===== src/hdl/sysctrl_irq_pkg.sv =====
// Shared constants for the interrupt enable mask block
package sysctrl_irq_pkg;

  localparam int unsigned NUM_SRC = 12;
  localparam int unsigned DATA_W  = 32;
  localparam int unsigned ADDR_W  = 32;
  localparam int unsigned DEC_W   = 8;

  localparam logic [7:0] OFS_EN_CLR = 8'h00;
  localparam logic [7:0] OFS_EN_SET = 8'h04;
  localparam logic [7:0] OFS_FLAG   = 8'h08;
  localparam logic [7:0] OFS_STATUS = 8'h0C;
  localparam logic [7:0] OFS_WPROT  = 8'h10;

  localparam logic [11:0] EN_RESET    = 12'h000;
  localparam logic [11:0] FLAG_RESET  = 12'h000;
  localparam logic        WPROT_RESET = 1'b0;

  localparam int unsigned CRYSTAL_READY_IE        = 0;
  localparam int unsigned SLOW_CRYSTAL_READY_IE   = 1;
  localparam int unsigned INT_SLOW_RC_READY_IE    = 2;
  localparam int unsigned FAST_RC_READY_IE        = 3;
  localparam int unsigned FLL_READY_IE            = 4;
  localparam int unsigned FLL_OUT_OF_BOUNDS_IE    = 5;
  localparam int unsigned FLL_FINE_LOCK_IE        = 6;
  localparam int unsigned FLL_COARSE_LOCK_IE      = 7;
  localparam int unsigned FLL_REF_STOPPED_IE      = 8;
  localparam int unsigned BROWNOUT_READY_IE       = 9;
  localparam int unsigned BROWNOUT_DETECT_IE      = 10;
  localparam int unsigned BROWNOUT_SYNC_READY_IE  = 11;

  localparam logic [1:0] RESP_OKAY   = 2'h0;
  localparam logic [1:0] RESP_SLVERR = 2'h2;

  typedef enum logic [2:0] {
    WR_IDLE = 3'b001,
    WR_EXEC = 3'b010,
    WR_RESP = 3'b100
  } wr_state_e;

endpackage


===== src/hdl/flag_if.sv =====
// Bundle between the source synchroniser, the flag bank and the top
interface flag_if #(parameter int unsigned N = 12);
  logic [N-1:0] rise;
  logic [N-1:0] level;
  logic [N-1:0] clear;
  logic [N-1:0] flags;
  modport src (output rise, output level);
  modport flg (input rise, input clear, output flags);
endinterface


===== src/hdl/irq_enable_mask.sv =====
// Interrupt enable mask with set and clear views behind an AXI4-Lite slave
// What this block does
// - Clear view: writing one to bit 2 disables slow RC ready interrupt.
// - Writing zero to any enable bit in either view changes nothing.
// - Set view sits at 0x04, resets to zero, write-protected.
// - Set view bit 11 enables brown-out sync ready interrupt.
// - Set view bit 10 enables brown-out detection interrupt.
// - Set view bit 9 enables brown-out ready interrupt.
// - Set view bit 8 enables FLL reference stopped interrupt.
// - Set view bit 7 enables FLL coarse lock interrupt.
// - Set view bit 6 holds FLL fine lock enable.
// - Set view bit 5 enables FLL out-of-bounds interrupt.
// - Set view bit 4 enables FLL ready interrupt.
// - Bit 1 holds slow crystal ready enable; writing one sets it.
// - Bit 0 holds crystal ready enable; writing one sets it.
// - Source requests one cycle after its enable and flag are both one.
// - Set view bit 3 enables fast RC ready interrupt.
// - Flag sets on status rising edge, clears on written one.
module irq_enable_mask (
  input  wire logic        aclk,
  input  wire logic        aresetn,
  input  wire logic [31:0] awaddr,
  input  wire logic [2:0]  awprot,
  input  wire logic        awvalid,
  output logic             awready,
  input  wire logic [31:0] wdata,
  input  wire logic [3:0]  wstrb,
  input  wire logic        wvalid,
  output logic             wready,
  output logic [1:0]       bresp,
  output logic             bvalid,
  input  wire logic        bready,
  input  wire logic [31:0] araddr,
  input  wire logic [2:0]  arprot,
  input  wire logic        arvalid,
  output logic             arready,
  output logic [31:0]      rdata,
  output logic [1:0]       rresp,
  output logic             rvalid,
  input  wire logic        rready,
  input  wire logic [11:0] src_status,
  output logic [11:0]      irq_req,
  output logic             irq
);
  localparam int unsigned NS = sysctrl_irq_pkg::NUM_SRC;

  sysctrl_irq_pkg::wr_state_e state_q;
  sysctrl_irq_pkg::wr_state_e state_d;

  logic        aw_have_q;
  logic        aw_have_d;
  logic        w_have_q;
  logic        w_have_d;
  logic [7:0]  waddr_q;
  logic [7:0]  waddr_d;
  logic [31:0] wdata_q;
  logic [31:0] wdata_d;
  logic [3:0]  wstrb_q;
  logic [3:0]  wstrb_d;
  logic        awready_q;
  logic        awready_d;
  logic        wready_q;
  logic        wready_d;
  logic        bvalid_q;
  logic        bvalid_d;
  logic [1:0]  bresp_q;
  logic [1:0]  bresp_d;

  logic        arready_q;
  logic        rvalid_q;
  logic [31:0] rdata_q;
  logic [1:0]  rresp_q;

  logic [NS-1:0] en_q;
  logic [NS-1:0] en_d;
  logic          wprot_q;
  logic [NS-1:0] irq_req_q;
  logic          irq_q;

  flag_if #(.N(NS)) fl ();

  src_sync #(.N(NS)) u_sync (
    .clk   (aclk),
    .rst_n (aresetn),
    .raw   (src_status),
    .port  (fl)
  );

  irq_flags #(.N(NS)) u_flags (
    .clk   (aclk),
    .rst_n (aresetn),
    .port  (fl)
  );

  // Write decode
  logic [31:0]   wmask;
  logic [31:0]   wdata_m;
  logic          wr_fire;
  logic          hit_set;
  logic          hit_clr;
  logic          hit_flag;
  logic          hit_wprot;
  logic          hit_stat;
  logic          wr_mapped;
  logic          wr_blocked;
  logic          en_set_wr;
  logic          en_clr_wr;
  logic [NS-1:0] set_bits;
  logic [NS-1:0] clr_bits;
  logic [NS-1:0] req_now;

  for (genvar b = 0; b < 4; b++) begin : g_lane
    assign wmask[8*b +: 8] = {8{wstrb_q[b]}};
  end

  assign wdata_m   = wdata_q & wmask;
  assign wr_fire   = (state_q == sysctrl_irq_pkg::WR_EXEC);
  assign hit_set   = (waddr_q == sysctrl_irq_pkg::OFS_EN_SET);
  assign hit_clr   = (waddr_q == sysctrl_irq_pkg::OFS_EN_CLR);
  assign hit_flag  = (waddr_q == sysctrl_irq_pkg::OFS_FLAG);
  assign hit_wprot = (waddr_q == sysctrl_irq_pkg::OFS_WPROT);
  assign hit_stat  = (waddr_q == sysctrl_irq_pkg::OFS_STATUS);
  assign wr_mapped = hit_set | hit_clr | hit_flag | hit_wprot | hit_stat;
  // Protection locks both views of the mask, not the flags
  assign wr_blocked = wprot_q & (hit_set | hit_clr);
  assign en_set_wr  = wr_fire & hit_set & ~wprot_q;
  assign en_clr_wr  = wr_fire & hit_clr & ~wprot_q;
  // Only the low bits exist, upper write data falls away
  assign set_bits = en_set_wr ? wdata_m[NS-1:0] : '0;
  assign clr_bits = en_clr_wr ? wdata_m[NS-1:0] : '0;
  assign fl.clear = (wr_fire & hit_flag) ? wdata_m[NS-1:0] : '0;

  // Zeros in either view leave the bit alone; one shared mask
  // Bit i of the written word acts on enable i, for every source
  assign en_d = (en_q | set_bits) & ~clr_bits;
  assign req_now = en_q & fl.flags;

  // Write channel sequencing
  always_comb begin
    state_d   = state_q;
    aw_have_d = aw_have_q;
    w_have_d  = w_have_q;
    waddr_d   = waddr_q;
    wdata_d   = wdata_q;
    wstrb_d   = wstrb_q;
    bvalid_d  = bvalid_q;
    bresp_d   = bresp_q;
    case (state_q)
      sysctrl_irq_pkg::WR_IDLE: begin
        if (awvalid && awready_q) begin
          aw_have_d = 1'b1;
          waddr_d   = awaddr[7:0];
        end
        if (wvalid && wready_q) begin
          w_have_d = 1'b1;
          wdata_d  = wdata;
          wstrb_d  = wstrb;
        end
        if (aw_have_d && w_have_d) begin
          state_d = sysctrl_irq_pkg::WR_EXEC;
        end
      end
      sysctrl_irq_pkg::WR_EXEC: begin
        aw_have_d = 1'b0;
        w_have_d  = 1'b0;
        bvalid_d  = 1'b1;
        bresp_d   = (wr_mapped && !wr_blocked) ?
                    sysctrl_irq_pkg::RESP_OKAY : sysctrl_irq_pkg::RESP_SLVERR;
        state_d   = sysctrl_irq_pkg::WR_RESP;
      end
      sysctrl_irq_pkg::WR_RESP: begin
        if (bready) begin
          bvalid_d = 1'b0;
          state_d  = sysctrl_irq_pkg::WR_IDLE;
        end
      end
      default: begin
        state_d = sysctrl_irq_pkg::WR_IDLE;
      end
    endcase
    awready_d = (state_d == sysctrl_irq_pkg::WR_IDLE) && !aw_have_d;
    wready_d  = (state_d == sysctrl_irq_pkg::WR_IDLE) && !w_have_d;
  end

  always_ff @(posedge aclk) begin
    if (!aresetn) begin
      state_q   <= sysctrl_irq_pkg::WR_IDLE;
      aw_have_q <= 1'b0;
      w_have_q  <= 1'b0;
      waddr_q   <= 8'h00;
      wdata_q   <= 32'h00000000;
      wstrb_q   <= 4'h0;
      awready_q <= 1'b0;
      wready_q  <= 1'b0;
      bvalid_q  <= 1'b0;
      bresp_q   <= 2'h0;
    end else begin
      state_q   <= state_d;
      aw_have_q <= aw_have_d;
      w_have_q  <= w_have_d;
      waddr_q   <= waddr_d;
      wdata_q   <= wdata_d;
      wstrb_q   <= wstrb_d;
      awready_q <= awready_d;
      wready_q  <= wready_d;
      bvalid_q  <= bvalid_d;
      bresp_q   <= bresp_d;
    end
  end

  // Read decode; reads have no side effects
  logic [7:0]  rd_addr;
  logic        rd_is_en;
  logic        rd_hit;
  logic [31:0] rd_word;
  logic        ar_take;
  logic        r_done;

  assign rd_addr  = araddr[7:0];
  assign rd_is_en = (rd_addr == sysctrl_irq_pkg::OFS_EN_SET) ||
                    (rd_addr == sysctrl_irq_pkg::OFS_EN_CLR);
  assign rd_hit   = rd_is_en ||
                    (rd_addr == sysctrl_irq_pkg::OFS_FLAG) ||
                    (rd_addr == sysctrl_irq_pkg::OFS_STATUS) ||
                    (rd_addr == sysctrl_irq_pkg::OFS_WPROT);
  assign rd_word  =
    rd_is_en ? {{(32-NS){1'b0}}, en_q} :
    (rd_addr == sysctrl_irq_pkg::OFS_FLAG) ? {{(32-NS){1'b0}}, fl.flags} :
    (rd_addr == sysctrl_irq_pkg::OFS_STATUS) ? {{(32-NS){1'b0}}, fl.level} :
    (rd_addr == sysctrl_irq_pkg::OFS_WPROT) ? {31'h00000000, wprot_q} :
    32'h00000000;
  assign ar_take  = arvalid && arready_q;
  assign r_done   = rvalid_q && rready;

  always_ff @(posedge aclk) begin
    if (!aresetn) begin
      arready_q <= 1'b0;
      rvalid_q  <= 1'b0;
      rdata_q   <= 32'h00000000;
      rresp_q   <= 2'h0;
    end else begin
      arready_q <= !(ar_take || (rvalid_q && !rready));
      if (ar_take) begin
        rvalid_q <= 1'b1;
        rdata_q  <= rd_word;
        rresp_q  <= rd_hit ? sysctrl_irq_pkg::RESP_OKAY :
                             sysctrl_irq_pkg::RESP_SLVERR;
      end else if (r_done) begin
        rvalid_q <= 1'b0;
      end
    end
  end

  // Mask, protection and request registers
  always_ff @(posedge aclk) begin
    if (!aresetn) begin
      en_q      <= sysctrl_irq_pkg::EN_RESET;
      wprot_q   <= sysctrl_irq_pkg::WPROT_RESET;
      irq_req_q <= '0;
      irq_q     <= 1'b0;
    end else begin
      en_q      <= en_d;
      if (wr_fire && hit_wprot) begin
        wprot_q <= wdata_m[0];
      end
      irq_req_q <= req_now;
      irq_q     <= |req_now;
    end
  end

  assign awready = awready_q;
  assign wready  = wready_q;
  assign bvalid  = bvalid_q;
  assign bresp   = bresp_q;
  assign arready = arready_q;
  assign rvalid  = rvalid_q;
  assign rdata   = rdata_q;
  assign rresp   = rresp_q;
  assign irq_req = irq_req_q;
  assign irq     = irq_q;

  // Checks
  logic rd_en_view_q;
  always_ff @(posedge aclk) begin
    if (!aresetn) begin
      rd_en_view_q <= 1'b0;
    end else if (ar_take) begin
      rd_en_view_q <= rd_is_en;
    end
  end
endmodule


===== src/hdl/src_sync.sv =====
// Three-stage synchroniser and rising-edge detect for source status pins
module src_sync #(
  parameter int unsigned N = 12
) (
  input  wire logic         clk,
  input  wire logic         rst_n,
  input  wire logic [N-1:0] raw,
  flag_if.src               port
);
  logic [N-1:0] s1_q;
  logic [N-1:0] s2_q;
  logic [N-1:0] s3_q;
  logic [N-1:0] stable_q;
  logic [N-1:0] stable_d;
  logic [N-1:0] rise;

  if (N < 1 || N > 32) begin : g_chk
    $error("src_sync: N must lie in 1..32");
  end

  // A change only counts once stages two and three agree
  for (genvar i = 0; i < N; i++) begin : g_bit
    assign stable_d[i] = (s2_q[i] == s3_q[i]) ? s3_q[i] : stable_q[i];
    assign rise[i]     = (s2_q[i] == s3_q[i]) && s3_q[i] && !stable_q[i];
  end

  always_ff @(posedge clk) begin
    if (!rst_n) begin
      s1_q     <= '0;
      s2_q     <= '0;
      s3_q     <= '0;
      stable_q <= '0;
    end else begin
      s1_q     <= raw;
      s2_q     <= s1_q;
      s3_q     <= s2_q;
      stable_q <= stable_d;
    end
  end

  assign port.rise  = rise;
  assign port.level = stable_q;
endmodule


===== src/hdl/irq_flags.sv =====
// Sticky interrupt flags, set by a source edge, cleared by write-one
module irq_flags #(
  parameter int unsigned N = 12
) (
  input  wire logic clk,
  input  wire logic rst_n,
  flag_if.flg       port
);
  logic [N-1:0] flags_q;
  logic [N-1:0] flags_d;

  if (N < 1 || N > 32) begin : g_chk
    $error("irq_flags: N must lie in 1..32");
  end

  // A new edge in the clearing cycle wins, so no event is lost
  assign flags_d = port.rise | (flags_q & ~port.clear);

  always_ff @(posedge clk) begin
    if (!rst_n) begin
      flags_q <= sysctrl_irq_pkg::FLAG_RESET[N-1:0];
    end else begin
      flags_q <= flags_d;
    end
  end

  assign port.flags = flags_q;
endmodule


===== config.mk =====
export PLATFORM = sky130hd
export DESIGN_NAME = irq_enable_mask
export DESIGN_NICKNAME = d
export VERILOG_FILES = /design/src/hdl/sysctrl_irq_pkg.sv /design/src/hdl/flag_if.sv /design/src/hdl/irq_enable_mask.sv /design/src/hdl/src_sync.sv /design/src/hdl/irq_flags.sv
export SDC_FILE = /design/constraint.sdc
export NUM_CORES = 1
export LEC_CHECK = 0
export ABC_CLOCK_PERIOD_IN_PS = 2630
export BUFFER_PORTS_ARGS = -buffer_cell sky130_fd_sc_hd__buf_2
export CELL_PAD_IN_SITES_DETAIL_PLACEMENT = 0
export CELL_PAD_IN_SITES_GLOBAL_PLACEMENT = 1
export CORE_ASPECT_RATIO = 1.75
export CORE_MARGIN = 2
export CORE_UTILIZATION = 40
export DETAILED_ROUTE_END_ITERATION = 6
export GPL_ROUTABILITY_DRIVEN = 1
export HOLD_SLACK_MARGIN = 0.15
export PLACE_DENSITY_LB_ADDON = 0.05
export SLEW_MARGIN = 0
export SYNTH_ARGS = -nofsm -noshare
export SYNTH_HDL_FRONTEND = slang
export SYNTH_SLANG_ARGS = --single-unit

===== constraint.sdc =====
create_clock -name aclk -period 2.63 [get_ports aclk]
set_input_delay 0.263 -clock aclk [delete_from_list [all_inputs] [get_ports aclk]]
set_output_delay 0.263 -clock aclk [all_outputs]
set_load 0.005 [all_outputs]

==> flow_summary.html, run 1 <==
<table>
<tr><th>Metric</th><th>Value</th></tr>
<tr><th colspan="2">Status</th></tr>
<tr><td>Result of the run</td><td>completed</td></tr>
<tr><th colspan="2">Placement</th></tr>
<tr><td>DP HPWL</td><td>8500 um</td></tr>
<tr><td>Quantity of I/O buffers inserted on ports</td><td>80</td></tr>
<tr><td>Global placer's final weighted congestion</td><td>around 0.76</td></tr>
<tr><th colspan="2">Synthesis</th></tr>
<tr><td>Share of flip-flops with an asynchronous set or reset</td><td>0</td></tr>
<tr><td>Share of the synthesized area in the top cell type</td><td>0.511</td></tr>
<tr><td>Simple-gate area share of the yosys netlist</td><td>0.189</td></tr>
<tr><td>Adder and majority gate portion of the synthesized area</td><td>0.0290</td></tr>
<tr><td>Top cells by area, synth</td><td>sky130_fd_sc_hd__dfxtp_1 (51%), sky130_fd_sc_hd__mux2i_1 (8.7%), sky130_fd_sc_hd__and2_1 (4.6%), sky130_fd_sc_hd__nor2_1 (4.6%), sky130_fd_sc_hd__buf_4 (3.8%)</td></tr>
<tr><td>Fraction of synthesized cell area in xor and xnor cells</td><td>0</td></tr>
<tr><td>Post-synthesis compound-gate area fraction</td><td>0.115</td></tr>
<tr><td>Main combinational cell family by area after synthesis</td><td>simple AND/OR/NAND/NOR gates</td></tr>
<tr><td>Warning count from the yosys run</td><td>0</td></tr>
<tr><td>Count of state elements after synthesis</td><td>132</td></tr>
<tr><td>Most used flip-flop cell after synthesis</td><td>sky130_fd_sc_hd__dfxtp_1</td></tr>
<tr><td>Average footprint of a synthesized cell</td><td>9.99 um2</td></tr>
<tr><td>Post-Synthesis Cells</td><td>518</td></tr>
<tr><td>Part of the Yosys area used for sequential elements</td><td>0.511</td></tr>
<tr><td>Largest area contributor in the netlist</td><td>sky130_fd_sc_hd__dfxtp_1</td></tr>
<tr><td>Multiplexer area fraction after synthesis</td><td>0.0871</td></tr>
<tr><td>Post-synthesis instance area</td><td>roughly 5200 um2</td></tr>
<tr><td>Distinct cells, synth</td><td>44</td></tr>
<tr><td>Post-synth EDFFs</td><td>0</td></tr>
<tr><th colspan="2">STA</th></tr>
<tr><td>Slew Limit Fails</td><td>0</td></tr>
<tr><td>Final setup violation count</td><td>0</td></tr>
<tr><td>F_max</td><td>521 MHz</td></tr>
<tr><td>Tightest slew margin relative to the limit</td><td>0.525</td></tr>
<tr><td>Final period utilization</td><td>0.730</td></tr>
<tr><td>Final worst clock skew</td><td>0.00731 ns</td></tr>
<tr><td>Unrepaired setup endpoints after global routing</td><td>no</td></tr>
<tr><td>Final Hold Violating Endpoints</td><td>0</td></tr>
<tr><td>Final critical path time including I/O delays and setup</td><td>approximately 1.9 ns</td></tr>
<tr><td>Final setup TNS</td><td>0 ns</td></tr>
<tr><td>Tightest Pin Transition</td><td>0.695 ns</td></tr>
<tr><th colspan="2">Final layout</th></tr>
<tr><td>Area overhead of the layout relative to synthesis</td><td>25.4%</td></tr>
<tr><td>Final core utilization</td><td>0.507</td></tr>
<tr><td># nets final</td><td>about 770</td></tr>
<tr><td>Number of antenna cells inserted</td><td>0</td></tr>
<tr><td>Fraction of final layout cells with drive strength greater than 1</td><td>0.193</td></tr>
<tr><th colspan="2">Die</th></tr>
<tr><td>Std-Cell Core Area</td><td>12800 um2</td></tr>
<tr><td>Floorplan row count</td><td>55</td></tr>
<tr><td>Initial core utilization</td><td>0.404</td></tr>
<tr><td># IOs</td><td>179</td></tr>
<tr><td>Die Area</td><td>between 10000 and 15000 um2</td></tr>
<tr><td>Vert. Die Dim</td><td>about 150 um</td></tr>
<tr><td>Die width</td><td>approximately 90 um</td></tr>
<tr><th colspan="2">Clock tree</th></tr>
<tr><td>Later-pin clock latency in the skew report</td><td>0.40 ns</td></tr>
<tr><td>Post-cts resize count</td><td>0</td></tr>
<tr><td>Buffers from clock root to sink, at most</td><td>2</td></tr>
<tr><td>Clock transition at the register clock pins on the worst setup and hold paths after CTS</td><td>0.06 ns</td></tr>
<tr><td>Clock Sinks</td><td>132</td></tr>
<tr><td>CTS root buffer</td><td>sky130_fd_sc_hd__clkbuf_16</td></tr>
<tr><td>H-Tree Depth</td><td>4</td></tr>
<tr><td>Total clock buffers created by CTS</td><td>17</td></tr>
<tr><td>CTS tree</td><td>built</td></tr>
<tr><th colspan="2">Route</th></tr>
<tr><td>Number of detailed-route iterations in the first pass</td><td>4</td></tr>
<tr><td>Vias</td><td>3939</td></tr>
<tr><td>Detailed Route WL</td><td>12200 um</td></tr>
<tr><td>Count of nets left with antenna violations after detail routing</td><td>0</td></tr>
<tr><td>Drt wl/cell</td><td>approximately 15 um</td></tr>
<tr><td>Via count normalized by instance count</td><td>about 4.9</td></tr>
<tr><td>Post-detailed-route DRC marker count</td><td>0</td></tr>
<tr><td>Drt first-iter violations</td><td>149</td></tr>
<tr><th colspan="2">Critical path</th></tr>
<tr><td>Worst setup EP type</td><td>register</td></tr>
<tr><td>CP Launch Type</td><td>register</td></tr>
<tr><td>Class of the most critical setup path</td><td>reg2reg</td></tr>
<tr><td>Data arrival time of the critical path</td><td>2.21 ns</td></tr>
<tr><td>Critical path peak fanout</td><td>16</td></tr>
<tr><td>Req. time, crit path</td><td>slightly below 3 ns</td></tr>
<tr><th colspan="2">Pwr</th></tr>
<tr><td>Switching power</td><td>~1.1 mW</td></tr>
<tr><td>Internal cell power</td><td>3.52 mW</td></tr>
<tr><td>Sequential Power Share</td><td>0.458</td></tr>
<tr><td>Net switching fraction of the power</td><td>0.230</td></tr>
<tr><td>Power share of the clock group</td><td>0.478</td></tr>
<tr><td>Relative contribution of combinational cells to total power</td><td>0.064</td></tr>
<tr><td>Maximum ir drop on the vdd rail</td><td>approximately 0.4 mV</td></tr>
<tr><td>Power Density</td><td>706 nW/um2</td></tr>
<tr><td>Leakage dissipation</td><td>around 2.7 nW</td></tr>
<tr><th colspan="2">Run</th></tr>
<tr><td>Max Cap Violations</td><td>0</td></tr>
<tr><th colspan="2">Global routing</th></tr>
<tr><td>Pin count of the biggest net entering global routing</td><td>67</td></tr>
<tr><td>Wire length of the first global-routing pass</td><td>19600 um</td></tr>
<tr><td>Number of global-route vias before repair</td><td>3817</td></tr>
<tr><td>Number of antenna violations at the first check in global routing</td><td>0</td></tr>
<tr><td>Grt total ovfl</td><td>0</td></tr>
<tr><td>All-Layer GR Usage</td><td>0.182</td></tr>
<tr><th colspan="2">Worst hold path</th></tr>
<tr><td>Path category of the worst min-delay check</td><td>in2reg</td></tr>
</table>
==> sequential cells by signal, indices dropped and copies added (netlist names), 2 cells and up <==
signal and flops:
waddr_q 8, rdata 12, wdata_q 12, u_flags.port.flags 12
u_sync.port.level 12, state_q 3, u_sync.s1_q 12, en_q 12
irq_req 12, u_sync.s2_q 12, wstrb_q 2, u_sync.s3_q 12
==> per-stage QoR <==
step | hold slack, ns | cells | setup slack, ns | power, mW | cell area, um2
3_5_place_dp | 0.417 | 745 | 0.704 | 2.39 | 5570
6_report | 0.172 | 812 | 0.710 | 4.57 | 6480
5_1_grt | 0.185 | 812 | 0.504 | 4.76 | 6480
2_1_floorplan | 0.390 | 539 | 1.12 | 2.33 | 5250
4_1_cts | 0.154 | 812 | 0.701 | 4.63 | 6480
3_3_place_gp | 0.416 | 745 | 0.724 | 2.39 | 5570
==> cell families (layout without fill, tap and decap cells) <==
family                     after synthesis  after routing
muxes                                   45             45
buffers and inverters                   56            158
AOI/OAI and AO/OA                       90             90
adders and majority gates               12             12
and+or+nand+nor                        182            182
DFF                                    132            132
other                                    1             22
==> critical path, stage by stage, from the launching register on <==
cell	delay, ns
sky130_fd_sc_hd__dfxtp_1	0.47
sky130_fd_sc_hd__nor4b_2	0.34
sky130_fd_sc_hd__nand2_2	0.30
sky130_fd_sc_hd__nand4b_4	0.38
sky130_fd_sc_hd__o221a_1	0.32
==> final timing paths <==
path | start | to | slack [ns] | cells after the start
hold / removal | araddr[4] | rresp[1] | 0.17 | 3
hold reg to reg | u_sync.s1_q[9] | u_sync.s2_q[9] | 0.43 | 1
setup / recovery | state_q[1] | en_q[2] | 0.71 | 4
setup reg to reg | state_q[1] | en_q[2] | 0.71 | 4
==> Yosys cell counts (all sizes together), types with 5 or more instances <==
library cell  count
a21oi            35
a22oi            13
and2             38
and3             15
buf              33
clkbuf           18
dfxtp           132
ha               12
inv               5
mux2i            45
nand2            19
nand2b           16
nor2             63
nor3             15
o21ai            19
o221a            11
==> metal layers <==
| metal | vias up | part of all wire | track usage |
|---|---|---|---|
| li1 | 1986 | - | - |
| met1 | 1843 | 0.42 | 0.200 |
| met2 | 92 | 0.53 | 0.335 |
| met3 | 18 | 0.035 | 0.0429 |
| met4 | 0 | 0.017 | 0.0718 |
| met5 | - | 0 | 0 |
==> power groups by stage <==
stage / Combinational [mW] / Sequential [mW] / Clock (mW)
after floorplan: 0.208 / 2.13 / 0
after global placement: 0.248 / 2.14 / 0
after detailed placement: 0.252 / 2.14 / 0
after CTS: 0.294 / 2.10 / 2.24
after global routing: 0.325 / 2.10 / 2.34
final: 0.291 / 2.10 / 2.19
==> final cells by class <==
class / instances / area, um2
Clock inverter: 12 / 108
Sequential cell: 132 / 2640
Inverter: 5 / 18.8
Clock buffer: 19 / 443
Multi-Input combinational cell: 351 / 2250
Tap cell: 171 / 214
Timing Repair Buffer: 122 / 806
Fill cell: 1303 / 6320
==> timing repair <==
item | 4_1_cts | 5_1_grt
hold endpoints to repair | 36 | 0
hold buffers | 36 | 0
buffers inserted | 0 | 0
==> cell usage in the layout (no fill, tap or decap), drive strengths merged, types with 6 or more instances in the layout <==
cell type / synthesis / final
dfxtp: 132 / 132
buf: 33 / 86
nor2: 63 / 63
mux2i: 45 / 45
and2: 38 / 38
dlygate4sd3: 0 / 36
a21oi: 35 / 35
conb: 1 / 22
nand2: 19 / 19
clkbuf: 18 / 19
o21ai: 19 / 19
nand2b: 16 / 16
and3: 15 / 15
nor3: 15 / 15
a22oi: 13 / 13
ha: 12 / 12
o221a: 11 / 11
inv: 5 / 7
clkinv: 0 / 6
(Power assumes the default switching activity.)
==> inputs of run 2 (changes only) <==
ABC_CLOCK_PERIOD_IN_PS = 1800   (was 2630)
CORE_UTILIZATION = 37   (was 40)
clock period = 1.8 ns   (was 2.63 ns; I/O delays follow)
==> run 2 against run 1 <==
Effect of this change: register-to-register slack worse by 0.54 ns; core utilization down 1.3 points; die area rose by 7.8%; total power up 61%; via count is 2.1% higher; routed wire length rose by 5.3%; sequential cell count did not move; combinational power up 63%; non-clock buffer count grew 15; sequential share of layout area is 1.8 points lower; global-route usage decreased by 0.26 points; clock-buffer cell count did not move; critical path type is now in2reg; critical endpoint is now rresp[1].
==> flow_summary.html, run 2 (synthesis results as in run 1) <==
<table>
<tr><th>Metric</th><th>Value</th></tr>
<tr><th colspan="2">Worst hold path</th></tr>
<tr><td>Depth of the worst hold-timing path</td><td>5 (was 3)</td></tr>
<tr><td>Path category of the worst min-delay check</td><td>in2reg (unchanged)</td></tr>
<tr><td>Worst min-delay path endpoint</td><td>rdata[0] (was rresp[1])</td></tr>
<tr><td>Hold path start</td><td>araddr[0] (was araddr[4])</td></tr>
<tr><th colspan="2">Clock tree</th></tr>
<tr><td>Total clock buffers created by CTS</td><td>17 (unchanged)</td></tr>
<tr><td>H-Tree Depth</td><td>4 (unchanged)</td></tr>
<tr><td>CTS root buffer</td><td>sky130_fd_sc_hd__clkbuf_16 (unchanged)</td></tr>
<tr><td>Buffers from clock root to sink, at most</td><td>2 (unchanged)</td></tr>
<tr><td>CTS tree</td><td>built (unchanged)</td></tr>
<tr><td>Clock Sinks</td><td>132 (unchanged)</td></tr>
<tr><td>Later-pin clock latency in the skew report</td><td>0.42 ns (was 0.40 ns)</td></tr>
<tr><td>Clock transition at the register clock pins on the worst setup and hold paths after CTS</td><td>0.06 ns (about the same)</td></tr>
<tr><td>Setup Buffers After CTS</td><td>0 (unchanged)</td></tr>
<tr><th colspan="2">Critical path</th></tr>
<tr><td>CP cell instances</td><td>dlygate4sd3_1, clkbuf_4, buf_12, o21ai_0, a31oi_1, dlygate4sd3_1 (was nor4b_2, nand2_2, nand4b_4, o221a_1)</td></tr>
<tr><td>Class of the most critical setup path</td><td>in2reg (was reg2reg)</td></tr>
<tr><td>Slack of the worst reg-to-reg path</td><td>0.17 ns (was 0.71 ns)</td></tr>
<tr><td>Critical R2R Capture</td><td>wdata_q[9] (was en_q[2])</td></tr>
<tr><td>Most common cell type on the critical path</td><td>sky130_fd_sc_hd__dlygate4sd3_1</td></tr>
<tr><td>Critical path buffer and inverter count</td><td>4 (was 0)</td></tr>
<tr><td>Worst setup EP type</td><td>register (unchanged)</td></tr>
<tr><td>Top cell family by delay on the critical path</td><td>buffers and inverters (was simple AND/OR/NAND/NOR gates)</td></tr>
<tr><td>Worst flop-to-flop path startpoint</td><td>state_q[0] (was state_q[1])</td></tr>
<tr><td>Critical path peak fanout</td><td>29 (was 16)</td></tr>
<tr><td>CP Launch Type</td><td>input port (was register)</td></tr>
<tr><td>Critical-path cell with the highest stage delay</td><td>sky130_fd_sc_hd__dlygate4sd3_1 (was sky130_fd_sc_hd__dfxtp_1)</td></tr>
<tr><td>Worst-case reg-to-reg path depth</td><td>5 (was 4)</td></tr>
<tr><td>Req. time, crit path</td><td>2.15 ns (was 2.92 ns)</td></tr>
<tr><td>Largest stage delay on the critical path</td><td>0.56 ns (was 0.47 ns)</td></tr>
<tr><td>Data arrival time of the critical path</td><td>2.00 ns (was 2.21 ns)</td></tr>
<tr><th colspan="2">Final layout</th></tr>
<tr><td>Leading cell types in the layout, fill and taps excluded</td><td>sky130_fd_sc_hd__dfxtp_1 (132), sky130_fd_sc_hd__buf_2 (79), sky130_fd_sc_hd__nor2_1 (63) (was sky130_fd_sc_hd__dfxtp_1 (132), sky130_fd_sc_hd__buf_2 (80), sky130_fd_sc_hd__nor2_1 (63))</td></tr>
<tr><td>Number of antenna cells inserted</td><td>0 (unchanged)</td></tr>
<tr><td>Area of all placed cells without fillers</td><td>6790 um2 (was 6480 um2)</td></tr>
<tr><td>Area overhead of the layout relative to synthesis</td><td>31.3% (was 25.4%)</td></tr>
<tr><td># nets final</td><td>781 (was 766)</td></tr>
<tr><td>Most common cell after layout, fill and taps aside</td><td>sky130_fd_sc_hd__dfxtp_1 (unchanged)</td></tr>
<tr><td>Fraction of final layout cells with drive strength greater than 1</td><td>0.207 (was 0.193)</td></tr>
<tr><th colspan="2">Route</th></tr>
<tr><td>Detailed Route WL</td><td>12800 um (was 12200 um)</td></tr>
<tr><td>Vias</td><td>4022 (was 3939)</td></tr>
<tr><td>Count of nets left with antenna violations after detail routing</td><td>0 (unchanged)</td></tr>
<tr><td>Number of detailed-route iterations in the first pass</td><td>4 (unchanged)</td></tr>
<tr><td>Drt first-iter violations</td><td>128 (was 149)</td></tr>
<tr><td>Post-detailed-route DRC marker count</td><td>0 (unchanged)</td></tr>
<tr><td>Via count normalized by instance count</td><td>4.82 (was 4.85)</td></tr>
<tr><td>Drt wl/cell</td><td>15.4 um (was 15.0 um)</td></tr>
<tr><th colspan="2">Pwr</th></tr>
<tr><td>Sequential Power Share</td><td>0.417 (was 0.458)</td></tr>
<tr><td>Power Density</td><td>1080 nW/um2 (was 706 nW/um2)</td></tr>
<tr><td>Switching power</td><td>1.56 mW (was 1.05 mW)</td></tr>
<tr><td>Power share of the clock group</td><td>0.519 (was 0.478)</td></tr>
<tr><td>Maximum ir drop on the vdd rail</td><td>0.663 mV (was 0.403 mV)</td></tr>
<tr><td>Leakage dissipation</td><td>2.88 nW (was 2.73 nW)</td></tr>
<tr><td>Relative contribution of combinational cells to total power</td><td>0.064 (about the same)</td></tr>
<tr><td>Net switching fraction of the power</td><td>0.212 (was 0.230)</td></tr>
<tr><td>Internal cell power</td><td>5.79 mW (was 3.52 mW)</td></tr>
<tr><th colspan="2">Global routing</th></tr>
<tr><td>Pin count of the biggest net entering global routing</td><td>58 (was 67)</td></tr>
<tr><td>Number of antenna violations at the first check in global routing</td><td>0 (unchanged)</td></tr>
<tr><td>Number of global-route vias before repair</td><td>4060 (was 3817)</td></tr>
<tr><td>All-Layer GR Usage</td><td>0.179 (was 0.182)</td></tr>
<tr><td>Wire length of the first global-routing pass</td><td>20700 um (was 19600 um)</td></tr>
<tr><td>Grt total ovfl</td><td>0 (unchanged)</td></tr>
<tr><th colspan="2">Die</th></tr>
<tr><td>Die Area</td><td>15000 um2 (was 13900 um2)</td></tr>
<tr><td>Die width</td><td>93.4 um (was 90.0 um)</td></tr>
<tr><td>Initial core utilization</td><td>0.376 (was 0.404)</td></tr>
<tr><td># IOs</td><td>179 (unchanged)</td></tr>
<tr><td>Floorplan row count</td><td>57 (was 55)</td></tr>
<tr><td>Std-Cell Core Area</td><td>13800 um2 (was 12800 um2)</td></tr>
<tr><td>Vert. Die Dim</td><td>160 um (was 154 um)</td></tr>
<tr><th colspan="2">STA</th></tr>
<tr><td>F_max</td><td>just over 600 MHz</td></tr>
<tr><td>Final Hold Violating Endpoints</td><td>0 (unchanged)</td></tr>
<tr><td>Final worst clock skew</td><td>0.0133 ns (was 0.00731 ns)</td></tr>
<tr><td>Final critical path time including I/O delays and setup</td><td>1.65 ns</td></tr>
<tr><td>Final setup violation count</td><td>0 (unchanged)</td></tr>
<tr><td>Final setup TNS</td><td>0 ns (unchanged)</td></tr>
<tr><td>Slew Limit Fails</td><td>0 (unchanged)</td></tr>
<tr><td>Final period utilization</td><td>0.915</td></tr>
<tr><td>Worst Hold Margin</td><td>0.229 ns (was 0.172 ns)</td></tr>
<tr><td>Unrepaired setup endpoints after global routing</td><td>no (unchanged)</td></tr>
<tr><th colspan="2">Run</th></tr>
<tr><td>Max Cap Violations</td><td>0 (unchanged)</td></tr>
<tr><th colspan="2">Placement</th></tr>
<tr><td>Global placer's final weighted congestion</td><td>0.792 (was 0.761)</td></tr>
<tr><td>Quantity of I/O buffers inserted on ports</td><td>80 (unchanged)</td></tr>
<tr><td>Post-Place Cell Area</td><td>5680 um2 (was 5570 um2)</td></tr>
<tr><td>DP HPWL</td><td>8860 um (was 8500 um)</td></tr>
<tr><th colspan="2">Status</th></tr>
<tr><td>Result of the run</td><td>completed (unchanged)</td></tr>
</table>
[run 2: cell types whose count changed in the layout (fill, tap and decap cells not counted), sizes merged]
cell / previous run / this run
buf: 86 / 93
bufinv: 1 / 5
clkbuf: 19 / 21
clkinvlp: 3 / 1
dlygate4sd3: 36 / 42
inv: 7 / 6
[run 2: per-layer routing]
metal	vias up	routed length, um	track usage
li1	2008	-	-
met1	1921	5080	0.196
met2	83	7040	0.329
met3	10	498	0.0413
met4	0	194	0.0668
met5	-	0	0
[run 2: cell type report]
cell class / count / area, um2
well taps: 177 / 221
inverters: 5 / 18.8
clock inverters: 13 / 204
clock buffers: 19 / 453
repair buffers: 137 / 991
fillers: 1360 / 6980
flip-flops and latches: 132 / 2640
multi-input cells: 351 / 2260
[run 2: worst max path at each step]
stage                     from          to  slack (ns)  cells after the start
finish                 aresetn    rresp[1]        0.15                      6
global route        state_q[0]  wdata_q[3]        0.02                      5
CTS                 state_q[2]    bresp[1]        0.08                      4
detailed placement  state_q[2]    bresp[1]      -0.002                      4
global placement    state_q[2]    bresp[1]       -0.03                      4
floorplan           state_q[1]     en_q[5]        0.29                      4
[run 2: power groups by stage]
stage,combinational (mW),clock [mW],sequential (mW)
after floorplan,0.304,0,3.11
after global placement,0.391,0,3.12
after detailed placement,0.395,0,3.13
after CTS,0.469,3.89,3.06
after global routing,0.528,4.03,3.07
final,0.473,3.81,3.06
[run 2: metrics by stage]
stage | setup WS [ns] | utilization | total power, mW | instances
3_3_place_gp | -0.0279 | 0.413 | 3.51 | 759
2_1_floorplan | 0.291 | - | 3.41 | 539
5_1_grt | 0.0156 | 0.493 | 7.64 | 834
4_1_cts | 0.0802 | 0.491 | 7.43 | 833
3_5_place_dp | -0.00158 | 0.413 | 3.52 | 759
6_report | 0.153 | 0.493 | 7.34 | 834
[run 2: what timing repair did]
| action | CTS | global route |
|---|---|---|
| endpoints found under the setup margin | 1 | 2 |
| hold buffers | 42 | 0 |
| gates cloned | 0 | 1 |
| gates resized for setup | 1 | 2 |
| hold endpoints to repair | 47 | 0 |
[run 2: tightest hold or removal path, stage by stage]
cell,delay (ns)
sky130_fd_sc_hd__buf_2,0.07
sky130_fd_sc_hd__or4_1,0.12
sky130_fd_sc_hd__nor2_1,0.07
sky130_fd_sc_hd__o211ai_1,0.08
sky130_fd_sc_hd__a221oi_1,0.07
